<file path="src/core/bth_defines.svh">
`ifndef BTH_DEFINES_SVH
`define BTH_DEFINES_SVH
// register indices; the byte address of each is four times its index
`define BTH_IDX_HEADER 8'h0E
`define BTH_IDX_SELFTEST 8'h0F
`define BTH_IDX_BASE0 8'h10
`define BTH_IDX_BASE1 8'h14
`define BTH_IDX_UP_BUS 8'h18
`define BTH_IDX_DN_BUS 8'h19
`define BTH_IDX_HI_BUS 8'h1A
`define BTH_IDX_LAT 8'h1B
`define BTH_IDX_IO_LOW 8'h1C
`define BTH_IDX_IO_HIGH 8'h1D
// fixed read values
`define BTH_HEADER_VAL 8'h01
`define BTH_SELFTEST_VAL 8'h00
`define BTH_BASE_VAL 32'h0000_0000
`define BTH_LAT_VAL 8'h00
// reset values
`define BTH_RST_BUS 8'h00
`define BTH_RST_CAP 1'h1
`define BTH_RST_IO_LOW 4'hF
`define BTH_RST_IO_HIGH 4'h0
// field positions inside the i/o window bytes
`define BTH_CAP_BIT 0
`define BTH_WIN_MSB 7
`define BTH_WIN_LSB 4
`endif

</file>
<file path="src/core/bth_pkg.sv">
`default_nettype none
package bth_pkg;
  // bus handshake states, one-hot
  typedef enum logic [1:0] {
    BTH_ST_IDLE = 2'b01,
    BTH_ST_ACK = 2'b10
  } bth_bus_e;
  // one i/o transaction offered for a forwarding decision
  typedef struct packed {
    logic valid; // request present this cycle
    logic from_dn; // 1: seen on the downstream side
    logic [31:0] addr; // i/o address
  } bth_io_req_s;
  // forwarding answer
  typedef struct packed {
    logic valid; // decision present
    logic fwd; // 1: cross the bridge
  } bth_io_ans_s;
  // whole state of the register bank
  typedef struct packed {
    bth_bus_e st;
    logic stall; // waitrequest as driven on the pin
    logic [31:0] rdata;
    logic [7:0] up_bus;
    logic [7:0] dn_bus;
    logic [7:0] hi_bus;
    logic cap;
    logic [3:0] io_low;
    logic [3:0] io_high;
    bth_io_ans_s ans;
  } bth_state_s;
endpackage
`default_nettype wire

</file>
<file path="src/core/bth_io_decode.sv">
`include "bth_defines.svh"
`default_nettype none
// combinational i/o window decode; the caller registers the answer
module bth_io_decode (
  input wire bth_pkg::bth_io_req_s req, // transaction to judge
  input wire logic [3:0] io_low, // window base, address bits 15:12
  input wire logic [3:0] io_high, // window limit, address bits 15:12
  output logic fwd // 1: forward across the bridge
);
  import bth_pkg::*;
  logic in_win; // address lies inside the window
  // upper halves of a 32-bit window live elsewhere and read as zero here,
  // so only the low 64 KB can ever hit; base above limit closes the window
  always_comb begin
    in_win = (req.addr[31:16] == 16'h0000) &&
             (req.addr[15:12] >= io_low) &&
             (req.addr[15:12] <= io_high);
    // downstream traffic crosses only when it misses the window
    fwd = req.from_dn ? !in_win : in_win;
  end
endmodule
`default_nettype wire

</file>
<file path="src/core/bth_regs.sv">
// Implementation choice: register access over Avalon-MM.
`include "bth_defines.svh"
`default_nettype none
// Functional notes
// - header type reads fixed 0x01
// - self-test register reads fixed zero
// - both base address registers read zero
// - upstream bus number: read/write, reset zero
// - downstream bus number: read/write, reset zero
// - highest bus behind: read/write, reset zero
// - downstream latency timer reads fixed zero
// - width select resets to one, 32-bit
// - window base bits 7:4 writable, reset 0xF
// - window limit bits 7:4 writable, reset zero
// - limit bit 0 mirrors width select
// - window decides which i/o crosses bridge
module bth_regs (
  input wire logic ref_clk, // core clock, 100 MHz
  input wire logic rst, // synchronous, active high
  input wire logic [7:0] avs_address, // word index of the register
  input wire logic avs_read, // read request
  input wire logic avs_write, // write request
  input wire logic [3:0] avs_byteenable, // byte lanes of the write
  input wire logic [31:0] avs_writedata, // write data
  output logic [31:0] avs_readdata, // read data, valid with waitrequest low
  output logic avs_waitrequest, // high until the access is answered
  input wire logic cap_unlock, // 1: width select may be written
  input wire bth_pkg::bth_io_req_s io_req, // transaction to judge
  output bth_pkg::bth_io_ans_s io_ans, // registered forwarding decision
  output logic [7:0] dn_bus_num, // downstream bus number in use
  output logic [7:0] hi_bus_num // highest bus number behind
);
  import bth_pkg::*;

  bth_state_s s_q; // registered state
  bth_state_s s_d; // next state
  logic fwd_c; // raw decode answer
  logic acc; // an access is pending
  logic commit; // the edge at which the access completes

  // true for every index that this bank answers
  function automatic logic idx_mapped(input logic [7:0] a);
    case (a)
      `BTH_IDX_HEADER, `BTH_IDX_SELFTEST, `BTH_IDX_BASE0, `BTH_IDX_BASE1,
      `BTH_IDX_UP_BUS, `BTH_IDX_DN_BUS, `BTH_IDX_HI_BUS, `BTH_IDX_LAT,
      `BTH_IDX_IO_LOW, `BTH_IDX_IO_HIGH: idx_mapped = 1'b1;
      default: idx_mapped = 1'b0;
    endcase
  endfunction

  // window decode lives apart so the forwarding path can reuse it
  bth_io_decode u_dec (
    .req(io_req),
    .io_low(s_q.io_low),
    .io_high(s_q.io_high),
    .fwd(fwd_c)
  );

  // read value of one index; unmapped and reserved bits give zero
  function automatic logic [31:0] rd_mux(input bth_state_s s, input logic [7:0] a);
    rd_mux = 32'h0000_0000;
    if (idx_mapped(a)) begin
      case (a)
        `BTH_IDX_HEADER: rd_mux[7:0] = `BTH_HEADER_VAL;
        `BTH_IDX_SELFTEST: rd_mux[7:0] = `BTH_SELFTEST_VAL;
        `BTH_IDX_BASE0, `BTH_IDX_BASE1: rd_mux = `BTH_BASE_VAL;
        `BTH_IDX_UP_BUS: rd_mux[7:0] = s.up_bus;
        `BTH_IDX_DN_BUS: rd_mux[7:0] = s.dn_bus;
        `BTH_IDX_HI_BUS: rd_mux[7:0] = s.hi_bus;
        `BTH_IDX_LAT: rd_mux[7:0] = `BTH_LAT_VAL;
        `BTH_IDX_IO_LOW: begin
          rd_mux[`BTH_WIN_MSB:`BTH_WIN_LSB] = s.io_low;
          rd_mux[`BTH_CAP_BIT] = s.cap;
        end
        `BTH_IDX_IO_HIGH: begin
          rd_mux[`BTH_WIN_MSB:`BTH_WIN_LSB] = s.io_high;
          rd_mux[`BTH_CAP_BIT] = s.cap;
        end
        default: rd_mux = 32'h0000_0000;
      endcase
    end
  endfunction

  // next-state logic: bus handshake, register writes, forwarding answer
  always_comb begin
    s_d = s_q;
    acc = avs_read || avs_write;
    commit = 1'b0;
    case (s_q.st)
      BTH_ST_IDLE: begin
        // one wait cycle lets read data come from a flop
        if (acc) begin
          s_d.st = BTH_ST_ACK;
          s_d.stall = 1'b0;
          s_d.rdata = avs_read ? rd_mux(s_q, avs_address) : 32'h0000_0000;
        end
      end
      BTH_ST_ACK: begin
        // master samples waitrequest low at this edge and completes
        commit = 1'b1;
        s_d.st = BTH_ST_IDLE;
        s_d.stall = 1'b1;
        s_d.rdata = 32'h0000_0000;
      end
      default: begin
        // illegal code: fall back to idle, waitrequest high
        s_d.st = BTH_ST_IDLE;
        s_d.stall = 1'b1;
      end
    endcase
    // writes take effect only at the completing edge, lane 0 only;
    // fixed registers and reserved bits have no storage, so writes vanish
    if (commit && avs_write && avs_byteenable[0]) begin
      case (avs_address)
        `BTH_IDX_UP_BUS: s_d.up_bus = avs_writedata[7:0];
        `BTH_IDX_DN_BUS: s_d.dn_bus = avs_writedata[7:0];
        `BTH_IDX_HI_BUS: s_d.hi_bus = avs_writedata[7:0];
        `BTH_IDX_IO_LOW: begin
          s_d.io_low = avs_writedata[`BTH_WIN_MSB:`BTH_WIN_LSB];
          // width select is locked unless the strap input opens it
          if (cap_unlock) begin
            s_d.cap = avs_writedata[`BTH_CAP_BIT];
          end
        end
        `BTH_IDX_IO_HIGH: s_d.io_high = avs_writedata[`BTH_WIN_MSB:`BTH_WIN_LSB];
        default: s_d.st = s_d.st; // read-only or unmapped: nothing stored
      endcase
    end
    // forwarding decision, one cycle after the request
    s_d.ans.valid = io_req.valid;
    s_d.ans.fwd = io_req.valid && fwd_c;
    if (rst) begin
      s_d.st = BTH_ST_IDLE;
      s_d.stall = 1'b1;
      s_d.rdata = 32'h0000_0000;
      s_d.up_bus = `BTH_RST_BUS;
      s_d.dn_bus = `BTH_RST_BUS;
      s_d.hi_bus = `BTH_RST_BUS;
      s_d.cap = `BTH_RST_CAP;
      s_d.io_low = `BTH_RST_IO_LOW;
      s_d.io_high = `BTH_RST_IO_HIGH;
      s_d.ans = '0;
    end
  end

  // single state register; reset is folded into the next value
  always_ff @(posedge ref_clk) begin
    s_q <= s_d;
  end

  // outputs come straight from the state flops; waitrequest has a flop of
  // its own rather than an inverter, so no gate sits between flop and pin
  assign avs_readdata = s_q.rdata;
  assign avs_waitrequest = s_q.stall;
  assign io_ans = s_q.ans;
  assign dn_bus_num = s_q.dn_bus;
  assign hi_bus_num = s_q.hi_bus;

  // a completed read of a fixed register shows its constant
  header_fixed_a: assert property (@(posedge ref_clk) disable iff (rst)
    (!avs_waitrequest && avs_read && avs_address == `BTH_IDX_HEADER)
      |-> avs_readdata == {24'h00_0000, `BTH_HEADER_VAL})
    else $error("header type read is not 0x01");
  selftest_zero_a: assert property (@(posedge ref_clk) disable iff (rst)
    (!avs_waitrequest && avs_read && avs_address == `BTH_IDX_SELFTEST)
      |-> avs_readdata == 32'h0000_0000)
    else $error("self-test read is not zero");
  bar_zero_a: assert property (@(posedge ref_clk) disable iff (rst)
    (!avs_waitrequest && avs_read &&
     (avs_address == `BTH_IDX_BASE0 || avs_address == `BTH_IDX_BASE1))
      |-> avs_readdata == 32'h0000_0000)
    else $error("base address register read is not zero");
  latency_zero_a: assert property (@(posedge ref_clk) disable iff (rst)
    (!avs_waitrequest && avs_read && avs_address == `BTH_IDX_LAT)
      |-> avs_readdata == 32'h0000_0000)
    else $error("latency timer read is not zero");

  // a completed write lands in the addressed bus number the next cycle
  up_bus_wr_a: assert property (@(posedge ref_clk) disable iff (rst)
    (!avs_waitrequest && avs_write && avs_byteenable[0] &&
     avs_address == `BTH_IDX_UP_BUS) |=> s_q.up_bus == $past(avs_writedata[7:0]))
    else $error("upstream bus number write lost");
  dn_bus_wr_a: assert property (@(posedge ref_clk) disable iff (rst)
    (!avs_waitrequest && avs_write && avs_byteenable[0] &&
     avs_address == `BTH_IDX_DN_BUS) |=> dn_bus_num == $past(avs_writedata[7:0]))
    else $error("downstream bus number write lost");
  hi_bus_wr_a: assert property (@(posedge ref_clk) disable iff (rst)
    (!avs_waitrequest && avs_write && avs_byteenable[0] &&
     avs_address == `BTH_IDX_HI_BUS) |=> hi_bus_num == $past(avs_writedata[7:0]))
    else $error("highest bus number write lost");

  // reset values seen right after release
  window_reset_a: assert property (@(posedge ref_clk) disable iff (rst)
    $fell(rst) |-> (s_q.cap == 1'b1 && s_q.io_low == 4'hF && s_q.io_high == 4'h0 &&
                    dn_bus_num == 8'h00))
    else $error("window fields not at reset values");

  // limit bit 0 mirrors the width select; reserved bits read zero
  limit_mirror_a: assert property (@(posedge ref_clk) disable iff (rst)
    (!avs_waitrequest && avs_read && avs_address == `BTH_IDX_IO_HIGH)
      |-> (avs_readdata[0] == s_q.cap && avs_readdata[7:4] == s_q.io_high))
    else $error("limit register read wrong");
  reserved_zero_a: assert property (@(posedge ref_clk) disable iff (rst)
    (!avs_waitrequest && avs_read &&
     (avs_address == `BTH_IDX_IO_LOW || avs_address == `BTH_IDX_IO_HIGH))
      |-> (avs_readdata[3:1] == 3'h0 && avs_readdata[31:8] == 24'h000000))
    else $error("reserved bits read non-zero");

  // width select holds while locked
  cap_locked_a: assert property (@(posedge ref_clk) disable iff (rst)
    !cap_unlock |=> $stable(s_q.cap))
    else $error("locked width select changed");

  // forwarding answer follows the window one cycle later
  fwd_decide_a: assert property (@(posedge ref_clk) disable iff (rst)
    (io_req.valid && !io_req.from_dn && io_req.addr[31:16] == 16'h0000 &&
     io_req.addr[15:12] >= s_q.io_low && io_req.addr[15:12] <= s_q.io_high)
      |=> (io_ans.valid && io_ans.fwd))
    else $error("in-window upstream i/o not forwarded");

  // every request is answered within two edges
  bus_answer_a: assert property (@(posedge ref_clk) disable iff (rst)
    ($rose(avs_read) || $rose(avs_write)) |-> ##[1:2] !avs_waitrequest)
    else $error("bus request not answered in time");

  // one-hot state code only ever holds one of its two legal values
  state_onehot_a: assert property (@(posedge ref_clk) disable iff (rst)
    (s_q.st == BTH_ST_IDLE || s_q.st == BTH_ST_ACK))
    else $error("bus state left its legal codes");

  // waitrequest drops for one cycle per access; read data is zero outside it,
  // so a master that samples late sees zero rather than a stale value
  wait_one_cycle_a: assert property (@(posedge ref_clk) disable iff (rst)
    !avs_waitrequest |=> avs_waitrequest)
    else $error("waitrequest low for more than one cycle");
  rdata_idle_a: assert property (@(posedge ref_clk) disable iff (rst)
    avs_waitrequest |-> avs_readdata == 32'h0000_0000)
    else $error("read data not zero while stalled");

  // the rest of the reset values, checked at the first edge after release
  bus_reset_a: assert property (@(posedge ref_clk) disable iff (rst)
    $fell(rst) |-> (s_q.up_bus == 8'h00 && hi_bus_num == 8'h00 && avs_waitrequest))
    else $error("bus numbers not at reset values");

  // a completed read of a bus number shows the stored value
  up_bus_rd_a: assert property (@(posedge ref_clk) disable iff (rst)
    (!avs_waitrequest && avs_read && avs_address == `BTH_IDX_UP_BUS)
      |-> avs_readdata == {24'h00_0000, s_q.up_bus})
    else $error("upstream bus number read wrong");
  dn_bus_rd_a: assert property (@(posedge ref_clk) disable iff (rst)
    (!avs_waitrequest && avs_read && avs_address == `BTH_IDX_DN_BUS)
      |-> avs_readdata == {24'h00_0000, dn_bus_num})
    else $error("downstream bus number read wrong");
  hi_bus_rd_a: assert property (@(posedge ref_clk) disable iff (rst)
    (!avs_waitrequest && avs_read && avs_address == `BTH_IDX_HI_BUS)
      |-> avs_readdata == {24'h00_0000, hi_bus_num})
    else $error("highest bus number read wrong");

  // window writes land in their fields the next cycle
  io_low_wr_a: assert property (@(posedge ref_clk) disable iff (rst)
    (!avs_waitrequest && avs_write && avs_byteenable[0] &&
     avs_address == `BTH_IDX_IO_LOW) |=> s_q.io_low == $past(avs_writedata[7:4]))
    else $error("window base write lost");
  io_high_wr_a: assert property (@(posedge ref_clk) disable iff (rst)
    (!avs_waitrequest && avs_write && avs_byteenable[0] &&
     avs_address == `BTH_IDX_IO_HIGH) |=> s_q.io_high == $past(avs_writedata[7:4]))
    else $error("window limit write lost");
  // the width select takes a write only while the strap input opens it
  cap_write_a: assert property (@(posedge ref_clk) disable iff (rst)
    (!avs_waitrequest && avs_write && avs_byteenable[0] && cap_unlock &&
     avs_address == `BTH_IDX_IO_LOW) |=> s_q.cap == $past(avs_writedata[0]))
    else $error("unlocked width select write lost");
  low_read_a: assert property (@(posedge ref_clk) disable iff (rst)
    (!avs_waitrequest && avs_read && avs_address == `BTH_IDX_IO_LOW)
      |-> (avs_readdata[0] == s_q.cap && avs_readdata[7:4] == s_q.io_low))
    else $error("base register read wrong");

  // writes with lane 0 off, or to a fixed or unmapped index, store nothing
  lane_off_a: assert property (@(posedge ref_clk) disable iff (rst)
    (!avs_waitrequest && avs_write && !avs_byteenable[0])
      |=> ($stable(s_q.up_bus) && $stable(s_q.dn_bus) && $stable(s_q.hi_bus) &&
           $stable(s_q.io_low) && $stable(s_q.io_high) && $stable(s_q.cap)))
    else $error("write with lane 0 off changed a register");
  fixed_write_a: assert property (@(posedge ref_clk) disable iff (rst)
    (!avs_waitrequest && avs_write && avs_address != `BTH_IDX_UP_BUS &&
     avs_address != `BTH_IDX_DN_BUS && avs_address != `BTH_IDX_HI_BUS &&
     avs_address != `BTH_IDX_IO_LOW && avs_address != `BTH_IDX_IO_HIGH)
      |=> ($stable(s_q.up_bus) && $stable(s_q.dn_bus) && $stable(s_q.hi_bus) &&
           $stable(s_q.io_low) && $stable(s_q.io_high) && $stable(s_q.cap)))
    else $error("write to a fixed index changed a register");

  // in-window test for the forwarding checks below; kept apart from the
  // decoder so that a fault there cannot hide itself
  function automatic logic win_hit(input bth_io_req_s r, input logic [3:0] lo,
                                   input logic [3:0] hi);
    win_hit = (r.addr[31:16] == 16'h0000) && (r.addr[15:12] >= lo) &&
              (r.addr[15:12] <= hi);
  endfunction

  // the other three cases of the forwarding decision, and the idle answer
  fwd_up_miss_a: assert property (@(posedge ref_clk) disable iff (rst)
    (io_req.valid && !io_req.from_dn && !win_hit(io_req, s_q.io_low, s_q.io_high))
      |=> (io_ans.valid && !io_ans.fwd))
    else $error("upstream i/o outside the window forwarded");
  fwd_dn_hit_a: assert property (@(posedge ref_clk) disable iff (rst)
    (io_req.valid && io_req.from_dn && win_hit(io_req, s_q.io_low, s_q.io_high))
      |=> (io_ans.valid && !io_ans.fwd))
    else $error("downstream i/o inside the window forwarded");
  fwd_dn_miss_a: assert property (@(posedge ref_clk) disable iff (rst)
    (io_req.valid && io_req.from_dn && !win_hit(io_req, s_q.io_low, s_q.io_high))
      |=> (io_ans.valid && io_ans.fwd))
    else $error("downstream i/o outside the window not forwarded");
  ans_idle_a: assert property (@(posedge ref_clk) disable iff (rst)
    !io_req.valid |=> (!io_ans.valid && !io_ans.fwd))
    else $error("forwarding answer without a request");
endmodule
`default_nettype wire

</file>
<file path="config.mk">
export PLATFORM = sky130hd
export DESIGN_NAME = bth_regs
export DESIGN_NICKNAME = d
export VERILOG_FILES = /design/src/core/bth_pkg.sv /design/src/core/bth_io_decode.sv /design/src/core/bth_regs.sv
export VERILOG_INCLUDE_DIRS = /design/src /design/src/core
export SDC_FILE = /design/constraint.sdc
export NUM_CORES = 1
export LEC_CHECK = 0
export ABC_AREA = 1
export BUFFER_PORTS_ARGS = -buffer_cell sky130_fd_sc_hd__buf_4
export CORE_ASPECT_RATIO = 0.6
export CORE_MARGIN = 2
export CORE_UTILIZATION = 42
export CTS_CLUSTER_SIZE = 40
export DETAILED_ROUTE_END_ITERATION = 8
export HOLD_SLACK_MARGIN = 0.15
export PLACE_DENSITY = 0.8
export RECOVER_POWER = 100
export SYNTH_ARGS = -nofsm -noshare
export SYNTH_HDL_FRONTEND = slang
export SYNTH_SLANG_ARGS = --single-unit
</file>
<file path="constraint.sdc">
create_clock -name ref_clk -period 1.4 [get_ports ref_clk]
set_input_delay 0.35 -clock ref_clk [delete_from_list [all_inputs] [get_ports ref_clk]]
set_output_delay 0.35 -clock ref_clk [all_outputs]
set_load 0.02 [all_outputs]
</file>
==> results of run 1 <==
final timing paths:
path | start | to | slack (ns) | depth (start not counted)
min reg2reg | s_q[30] | s_q[30] | 0.45 | 2
min | io_req[33] | io_ans[1] | 0.28 | 3
max | s_q[7] | io_ans[0] | 0.05 | 9
max reg2reg | s_q[7] | io_ans[0] | 0.05 | 9
cell families (layout without fill, tap and decap cells):
group | count (synthesis) | count (layout) | synth area share, %
fa+ha+maj | 8 | 8 | 3.63
simple gates | 128 | 128 | 23.1
compound gates | 86 | 86 | 17.1
other cells | 1 | 24 | 0.136
buf+inv | 113 | 158 | 23.4
flops | 45 | 45 | 32.6
state kept, by name, summed over array words and instances, names as in the netlist:
signal and cells:
hi_bus_num 8, io_ans 2, avs_readdata 8, dn_bus_num 8, s_q 19
cell type report:
type	instances	share of cell area [%]
Multi-Input combinational cell	246	41.7
Sequential cell	45	26.7
Timing Repair Buffer	97	20.2
Inverter	53	5.91
Tap cell	84	3.11
Clock buffer	6	2.14
Clock inverter	2	0.296
repair_timing:
| item | CTS | global route |
|---|---|---|
| setup endpoints to repair | 1 | 41 |
| pin swaps | 0 | 7 |
| gates resized for setup | 1 | 35 |
| buffers inserted | 0 | 6 |
critical path, stage by stage, from the launching register on:
cell      delay, ns
dfxtp_2        0.34
inv_1          0.07
ha_4           0.27
inv_1          0.03
o21bai_1       0.11
nand3_1        0.11
nand3_2        0.09
nand3_2        0.08
nor2_2         0.12
nor2_1         0.05
synthesized netlist by cell type:
library cell	number	area [sq um]
nor2_8	1	20.0
nand2_2	5	31.3
conb_1	1	3.75
buf_6	2	22.5
clkbuf_1	4	15.0
ha_1	8	100
nor2_1	34	128
inv_2	3	11.3
o211ai_1	3	22.5
clkinv_2	1	5.00
buf_4	51	383
nor2_4	4	45.0
nand3_1	30	150
o21ai_2	2	17.5
nor2_2	1	6.26
buf_2	2	10.0
a21oi_2	1	8.76
buf_8	1	15.0
dfxtp_1	45	901
nand2_1	43	161
nand4_2	1	12.5
o21bai_1	1	7.51
inv_1	49	184
nand4_1	6	37.5
nand3_4	2	35.0
a21oi_1	39	195
nand3_2	1	10.0
a211oi_1	4	30.0
o21ai_1	2	10.0
o21ai_0	33	165
a21oi_4	1	16.3
where the power goes:
group	total (mW)	internal, mW	switching (mW)
combinational	0.408	0.165	0.242
sequential	1.29	1.29	0.00439
clock	0.803	0.347	0.456
total	2.50	1.80	0.702
per-layer routing:
layer / routed length, um / global-route usage [%] / vias to the layer above
met5: 0 / 0 / -
met4: 93 / 5.45 / 0
met3: 566 / 4.40 / 11
met2: 3150 / 28.6 / 97
met1: 3380 / 28.0 / 1226
li1: - / - / 1300
==> flow_summary_export.csv, run 1 <==
group,metric,value,unit
layout,seqCellArea,903,sq um
setup_path,crit_path_end_kind,"flip-flop",
layout,mostFrequentLayoutCells,"buf_4, inv_1, dfxtp_1",
placed_design,placed_area,3240,sq um
floorplanning,io-pin-count,134,
detailed_routing,drt_pass1_iterations,5,
layout,drive_above_1_share,26.5,%
clocking,cts_hold_buf,0,
run_status,status,"completed",
yosys,ys_ff_latch,45,
global_route,grt_pass1_wl,10800,um
pwr,cellLeakagePower,1.41,nW
setup_path,start_kind,"flip-flop",
clocking,worst_skew_pair.late_latency,0.30,ns
sta,timing.final.crit_share,96.5,%
global_route,grt_pass1_vias,2291,
clocking,cts_tree,"done",
pwr,power_density,739,nW/um^2
setup_path,critPathMaxFanout,2,
layout,mostFrequentLayoutCell,"buf_4",
clocking,path_clk_slew,0.09,ns
layout,diodes,0,
clocking,h-tree-depth,2,
floorplanning,rows,22,
sta,slew_viol_final,0,
detailed_routing,drtIter0Drc,211,
clocking,cts_buffers,5,
sta,fin_skew,0.00740,ns
detailed_routing,vias,2634,
placed_design,gp_congestion,0.876,
sta,timing.final.ws_setup,0.0491,ns
layout,utilization,54.4,%
yosys,yosysUniqueCellTypes,31,
sta,timing.hold.ws,0.277,ns
sta,final.setup.tns,0,ns
layout,fin_area,3380,sq um
sta,timing.fmax,0.740,GHz
layout,nFillCells,604,
layout,final_cells,533,
sta,setup-violations-final,0,
clocking,cts_buffer_depth,2,
yosys,syn_inst,381,
floorplanning,core,6220,sq um
yosys,syn_area,2760,sq um
layout,area_growth,22.6,%
sta,hold_violations,0,
floorplanning,dieArea,7260,sq um
placed_design,place_ws,-0.211,ns
sta,period_needed,1.35,ns
layout,multi_input_area,1410,sq um
global_route,grt_max_degree,23,
setup_path,worstPathRequired,1.61,ns
placed_design,port_buffers,70,
yosys,yosys_warnings,0,
detailed_routing,drt-wirelength-per-cell,13.5,um
yosys,avgSynthCellArea,7.24,sq um
detailed_routing,wl,7190,um
placed_design,dp_cells,519,
detailed_routing,drc,0,
pwr,finalPower,2.50,mW
setup_path,critical_path_class,"reg2reg",
global_route,grt_use_total,19.4,%
run,max-cap-violations,0,
floorplanning,die_w,109,um
min_path,worst_hold_path_type,"in2reg",
floorplanning,fp.dieH,66.8,um
floorplanning,start_util,44.4,%
global_route,antenna_found_initial,0,
detailed_routing,viasPerCell,4.94,
detailed_routing,ant_nets,0,
global_route,grt_overflow,0,
placed_design,hpwl,5450,um
clocking,root_buffer,"clkbuf_8",
yosys,yosysSeqAreaShare,32.6,%
layout,fin_nets,539,
pwr,ir_drop,355,uV
clocking,cts_sinks,45,
setup_path,cp.arrival,1.56,ns
No activity file was read; power rests on OpenSTA's default activity.
==> run 2: changes to the inputs <==
Settings changed: ABC_AREA 1 to unset, CORE_UTILIZATION 42 to 41.
==> run 2 against run 1 <==
Against the previous run:
- sequential share of layout area up 0.18 points
- setup slack lost 0.55 ns
- sequential power is essentially flat
- clock-buffer cell count up 1
- highest routed layer unchanged
- the run now ends with negative setup slack left
- register-to-register slack got worse by 0.36 ns
- clock skew fell by 0.0049 ns
- die area is 5.0% lower
- largest cell class unchanged
- largest power group unchanged
==> flow_summary_export.csv, run 2 <==
group,metric,value,unit
setup_path,worstPathRequired,1.59,ns
yosys,ys.flop_type,"dfxtp_1",
min_path,whs_path_depth,3,
clocking,cts_hold_buf,0,
clocking,cts_buffers,5,
pwr,ir_drop,414,uV
sta,timing.fmax,0.526,GHz
yosys,avgSynthCellArea,8.74,sq um
yosys,yosysUniqueCellTypes,39,
floorplanning,start_util,42.1,%
floorplanning,core,6060,sq um
min_path,worst_hold_path_type,"in2reg",
yosys,syn_area,2550,sq um
yosys,synth.most_common_cell,"buf_4",
detailed_routing,vias,2211,
layout,mostFrequentLayoutCell,"buf_4",
sta,final.setup.tns,-12.66,ns
setup_path,critical_path_class,"in2reg",
clocking,cts_tree,"done",
floorplanning,dieArea,6890,sq um
setup_path,critPathMaxFanout,5,
sta,timing.final.ws_setup,-0.501,ns
sta,setup-violations-final,38,
run,max-cap-violations,0,
floorplanning,die_w,106,um
global_route,grt_overflow,0,
sta,timing.hold.ws,0.305,ns
placed_design,hpwl,4950,um
layout,final_cells,457,
yosys,ys_ff_latch,45,
floorplanning,io-pin-count,134,
global_route,grt_use_total,18.9,%
setup_path,r2r_cells,5,
detailed_routing,drt-wirelength-per-cell,14.3,um
yosys,yosys_warnings,0,
setup_path,worstReg2RegEnd,"s_q[34]",
pwr,power_density,737,nW/um^2
min_path,min-delay-start,"io_req[32]",
sta,fin_skew,0.00248,ns
setup_path,cpPeakStageDelay,0.42,ns
layout,drive_above_1_share,31.9,%
pwr,cellLeakagePower,1.45,nW
yosys,synth_edf_count,0,
yosys,syn_inst,292,
global_route,grt_pass1_wl,10400,um
setup_path,crit_chain,"buf_6 -> or3_4 -> or3_4 -> buf_12 -> nor4_4 -> buf_6 -> mux2i_1 -> nor2_1",
floorplanning,rows,22,
setup_path,crit_path_end_kind,"flip-flop",
detailed_routing,drt_pass1_iterations,4,
yosys,async_flop_share,0,%
sta,hold_violations,0,
clocking,worst_skew_pair.late_latency,0.29,ns
layout,fin_nets,463,
min_path,hold_path_end,"io_ans[0]",
global_route,grt_max_degree,26,
setup_path,start_kind,"input port",
yosys,synth_top_area_share,35.3,%
clocking,cts_buffer_depth,2,
layout,mostFrequentLayoutCells,"buf_4, dfxtp_1, mux2i_1",
setup_path,reg2reg_from,"s_q[68]",
global_route,grt_pass1_vias,2186,
detailed_routing,drtIter0Drc,132,
detailed_routing,drc,0,
layout,diodes,0,
layout,largest_register,"s_q",
layout,largest_register_ff_count,19,
clocking,h-tree-depth,2,
placed_design,gp_congestion,0.899,
yosys,yosysSeqAreaShare,35.3,%
clocking,cts_sinks,45,
setup_path,rrSetupSlack,-0.31,ns
sta,period_needed,1.90,ns
detailed_routing,wl,6520,um
detailed_routing,ant_nets,0,
run_status,violations,"negative setup slack",
sta,timing.final.crit_share,136,%
clocking,path_clk_slew,0.08,ns
layout,area_growth,32.1,%
yosys,yosys-top-cells-area,"dfxtp_1, buf_4, mux2i_1",
run_status,status,"complete, but fails checks",
detailed_routing,viasPerCell,4.84,
floorplanning,fp.dieH,65.1,um
setup_path,crit_buf_inv,3,
setup_path,slowest_stage,"or3_4",
sta,slew_viol_final,0,
placed_design,dp_cells,443,
clocking,root_buffer,"clkbuf_8",
setup_path,cp_top_family,"simple AND/OR/NAND/NOR gates",
placed_design,port_buffers,70,
global_route,antenna_found_initial,0,
yosys,synth_commonest_cells,"buf_4, dfxtp_1, mux2i_1",
yosys,synth_top_cell_by_area,"dfxtp_1",
setup_path,cp.arrival,2.09,ns
sta,rsz0062_at_grt,"yes",
[run 2: per-stage QoR]
stage	util, %	total power [mW]	worst slack, ns	instance area (sq um)
CTS	55.8	2.47	-0.524	3380
detailed placement	52.6	1.69	-0.864	3190
floorplan	-	1.55	-0.778	2720
finish	55.7	2.48	-0.501	3370
global route	55.7	2.56	-0.518	3370
global placement	52.6	1.68	-0.799	3190
[run 2: timing repair]
item,4_1_cts,5_1_grt
pin swaps,12,12
endpoints found under the setup margin,42,42
setup buffers,4,3
cloned,0,0
resized for setup,20,17
[run 2: per-layer routing]
layer / up-vias / track usage, % / part of all wire [%]
li1: 1094 / - / -
met1: 1035 / 25.0 / 47
met2: 78 / 31.3 / 45
met3: 4 / 5.85 / 7.5
met4: 0 / 2.96 / 0.41
met5: - / 0 / 0
[run 2: cells by family (layout without fill, tap and decap cells)]
family                   after synthesis  in the layout  synth area share [%]
AO/OA/AOI/OAI                         41             41                  10.7
other                                  1             24                 0.147
adder cells (fa/ha/maj)                8              8                  3.92
multiplexers                          38             38                  15.0
flip-flops                            45             45                  35.3
buffers and inverters                 74            132                  18.4
AND/OR/NAND/NOR                       85             85                  16.6
[run 2: layout make-up]
type | instances | area [sq um]
inverters | 13 | 48.8
clock inverters | 1 | 7.51
fillers | 557 | 2690
repair buffers | 111 | 766
clock buffers | 7 | 76.3
multi-input cells | 196 | 1460
well taps | 84 | 105
flip-flops and latches | 45 | 906
[run 2: tightest hold or removal path, delay by kind of cell]
family | cells | cell delay, ns
buffers and inverters | 1 | 0.11
multiplexers | 1 | 0.05
AND/OR/NAND/NOR | 1 | 0.04
[run 2: worst max path at each step]
stage,start,end,slack [ns],cells past startpoint
floorplan,avs_address[5],s_q[34],-0.78,7
global placement,avs_address[5],s_q[33],-0.80,6
detailed placement,avs_address[5],s_q[30],-0.86,6
CTS,avs_address[5],s_q[34],-0.52,6
global route,avs_address[5],dn_bus_num[7],-0.52,8
finish,avs_address[5],dn_bus_num[0],-0.50,8
[run 2: power breakdown]
group | total (mW) | internal (mW) | switching [mW]
registers | 1.29 | 1.29 | 0.00370
logic | 0.403 | 0.181 | 0.222
clock network | 0.790 | 0.354 | 0.437
==> run 3: changes to the inputs <==
Settings changed: CORE_UTILIZATION 41 to 49, PLACE_DENSITY 0.8 to 0.89.
Clock period 1.4 ns to 2.2 ns, I/O delays scaled along.
==> run 3 against run 2 <==
Against the previous run:
- via count down 5.8%
- combinational power shrank 51%
- the run now ends clean
- register-to-register slack improved by 0.61 ns
- clock skew up 0.0025 ns
- clock power is 34% lower
- cell count decreased by 10%
- highest routed layer unchanged
- largest power group unchanged
- largest cell class unchanged
- routed wire length is 12% lower
==> flow_summary_export.csv, run 3 (synthesized netlist as in run 2, its figures left out) <==
group,metric,value,unit
run_status,status,"completed",
layout,largest_register_ff_count,19,
sta,timing.fmax,0.462,GHz
setup_path,worstPathRequired,2.38,ns
layout,mostFrequentLayoutCell,"buf_4",
floorplanning,core,5030,sq um
global_route,grt_pass1_vias,1920,
floorplanning,start_util,50.7,%
pwr,ir_drop,346,uV
setup_path,worstReg2RegEnd,"s_q[6]",
detailed_routing,drc,0,
layout,drive_above_1_share,18.9,%
sta,fin_skew,0.00499,ns
placed_design,port_buffers,70,
clocking,root_buffer,"clkbuf_8",
placed_design,gp_congestion,0.839,
setup_path,r2r_cells,5,
detailed_routing,viasPerCell,5.08,
sta,max-slew-margin-rel,28.2,%
floorplanning,io-pin-count,134,
layout,multi_input_area,1270,sq um
detailed_routing,drtIter0Drc,149,
detailed_routing,vias,2082,
global_route,grt_pass1_wl,9380,um
floorplanning,die_w,97.2,um
detailed_routing,wl,5760,um
floorplanning,rows,20,
setup_path,critPathMaxFanout,8,
layout,mostFrequentLayoutCells,"buf_4, dfxtp_1, mux2i_1",
clocking,cts_buffers,5,
run,max-cap-violations,0,
setup_path,reg2reg_from,"s_q[68]",
setup_path,critical_path_class,"in2reg",
setup_path,crit_path_start,"avs_address[5]",
floorplanning,fp.dieH,59.9,um
pwr,power_density,531,nW/um^2
min_path,whs_path_depth,2,
floorplanning,dieArea,5820,sq um
clocking,cts_sinks,45,
sta,timing.final.crit_share,98.4,%
global_route,grt_max_degree,38,
detailed_routing,drt_pass1_iterations,4,
global_route,grt_overflow,0,
global_route,grt_use_total,20.5,%
sta,period_needed,2.16,ns
layout,nFillCells,461,
clocking,cts_tree,"done",
global_route,antenna_found_initial,0,
clocking,worst_skew_pair.late_latency,0.30,ns
layout,seqCellArea,901,sq um
clocking,path_clk_slew,0.09,ns
sta,final.setup.tns,0,ns
sta,hold_violations,0,
min_path,hold_path_end,"avs_readdata[4]",
layout,area_growth,13.9,%
layout,final_cells,410,
pwr,cellLeakagePower,1.27,nW
setup_path,cp.arrival,2.34,ns
clocking,cts_buffer_depth,2,
clocking,h-tree-depth,2,
sta,setup-violations-final,0,
sta,slew_viol_final,0,
layout,fin_nets,434,
placed_design,dp_cells,401,
detailed_routing,drt-wirelength-per-cell,14.0,um
setup_path,crit_path_end_kind,"flip-flop",
clocking,cts_hold_buf,0,
min_path,worst_hold_path_type,"reg2reg",
placed_design,hpwl,4450,um
layout,largest_register,"s_q",
setup_path,rrSetupSlack,0.30,ns
sta,rsz0062_at_grt,"no",
min_path,min-delay-start,"avs_readdata[4]",
layout,diodes,0,
setup_path,start_kind,"input port",
detailed_routing,ant_nets,0,
sta,worstMarginPinSlew,1.07,ns
[run 3: cell types whose count changed in the layout (fill, tap and decap cells not counted), moves of 4 or more]
cell	change
o21ai_1	-5
dfxtp_2	-4
buf_4	-25
o21ai_0	+6
ha_1	+4
ha_4	-4
dfxtp_1	+4
buf_6	-7
[run 3: final cells by class]
class                   instances  area share, %
multi-input cells             196           43.7
inverters                      13           1.68
clock buffers                   5           2.37
flip-flops and latches         45           31.0
well taps                      66           2.84
repair buffers                 82           17.6
clock inverters                 3          0.732
[run 3: through the flow]
stage	setup slack [ns]	power (mW)	util (%)	hold WS, ns	cell area [sq um]
6_report	0.0363	1.54	57.8	0.467	2910
5_1_grt	0.00823	1.61	57.8	0.503	2910
4_1_cts	0.0253	1.55	60.0	0.477	3020
3_5_place_dp	-0.293	1.04	58.2	0.458	2930
3_3_place_gp	-0.239	1.03	58.2	0.444	2930
2_1_floorplan	-0.178	0.978	-	0.426	2650
[run 3: report_power, final]
| group | total (mW) | internal, mW | leakage, nW | switching (mW) |
|---|---|---|---|---|
| logic | 0.198 | 0.0783 | 0.860 | 0.120 |
| clock network | 0.524 | 0.226 | 0.0445 | 0.298 |
| registers | 0.822 | 0.819 | 0.363 | 0.00304 |
| total | 1.54 | 1.12 | 1.27 | 0.421 |
[run 3: how the worst max path moves through the flow]
stage               to  slack [ns]  cells past startpoint
5_1_grt        s_q[31]       0.008                      6
3_5_place_dp   s_q[31]       -0.29                      6
6_report       s_q[31]        0.04                      6
3_3_place_gp   s_q[31]       -0.24                      6
4_1_cts        s_q[31]        0.03                      6
2_1_floorplan  s_q[34]       -0.18                      7
[run 3: worst max-delay path, cell delays in order]
cell and delay [ns]:
buf_4 0.11, or3_4 0.38, or3_4 0.37, or4_4 0.66
mux2i_1 0.21, nor2_1 0.07
[run 3: layer usage]
metal | wire (um) | GRT usage [%]
met1 | 2800 | 29.0
met2 | 2540 | 32.5
met3 | 387 | 4.91
met4 | 26 | 3.82
met5 | 0 | 0
[run 3: timing repair]
| action | CTS | global route |
|---|---|---|
| setup endpoints to repair | 0 | 10 |
| buffers inserted | 0 | 1 |
| gates resized for setup | 0 | 2 |
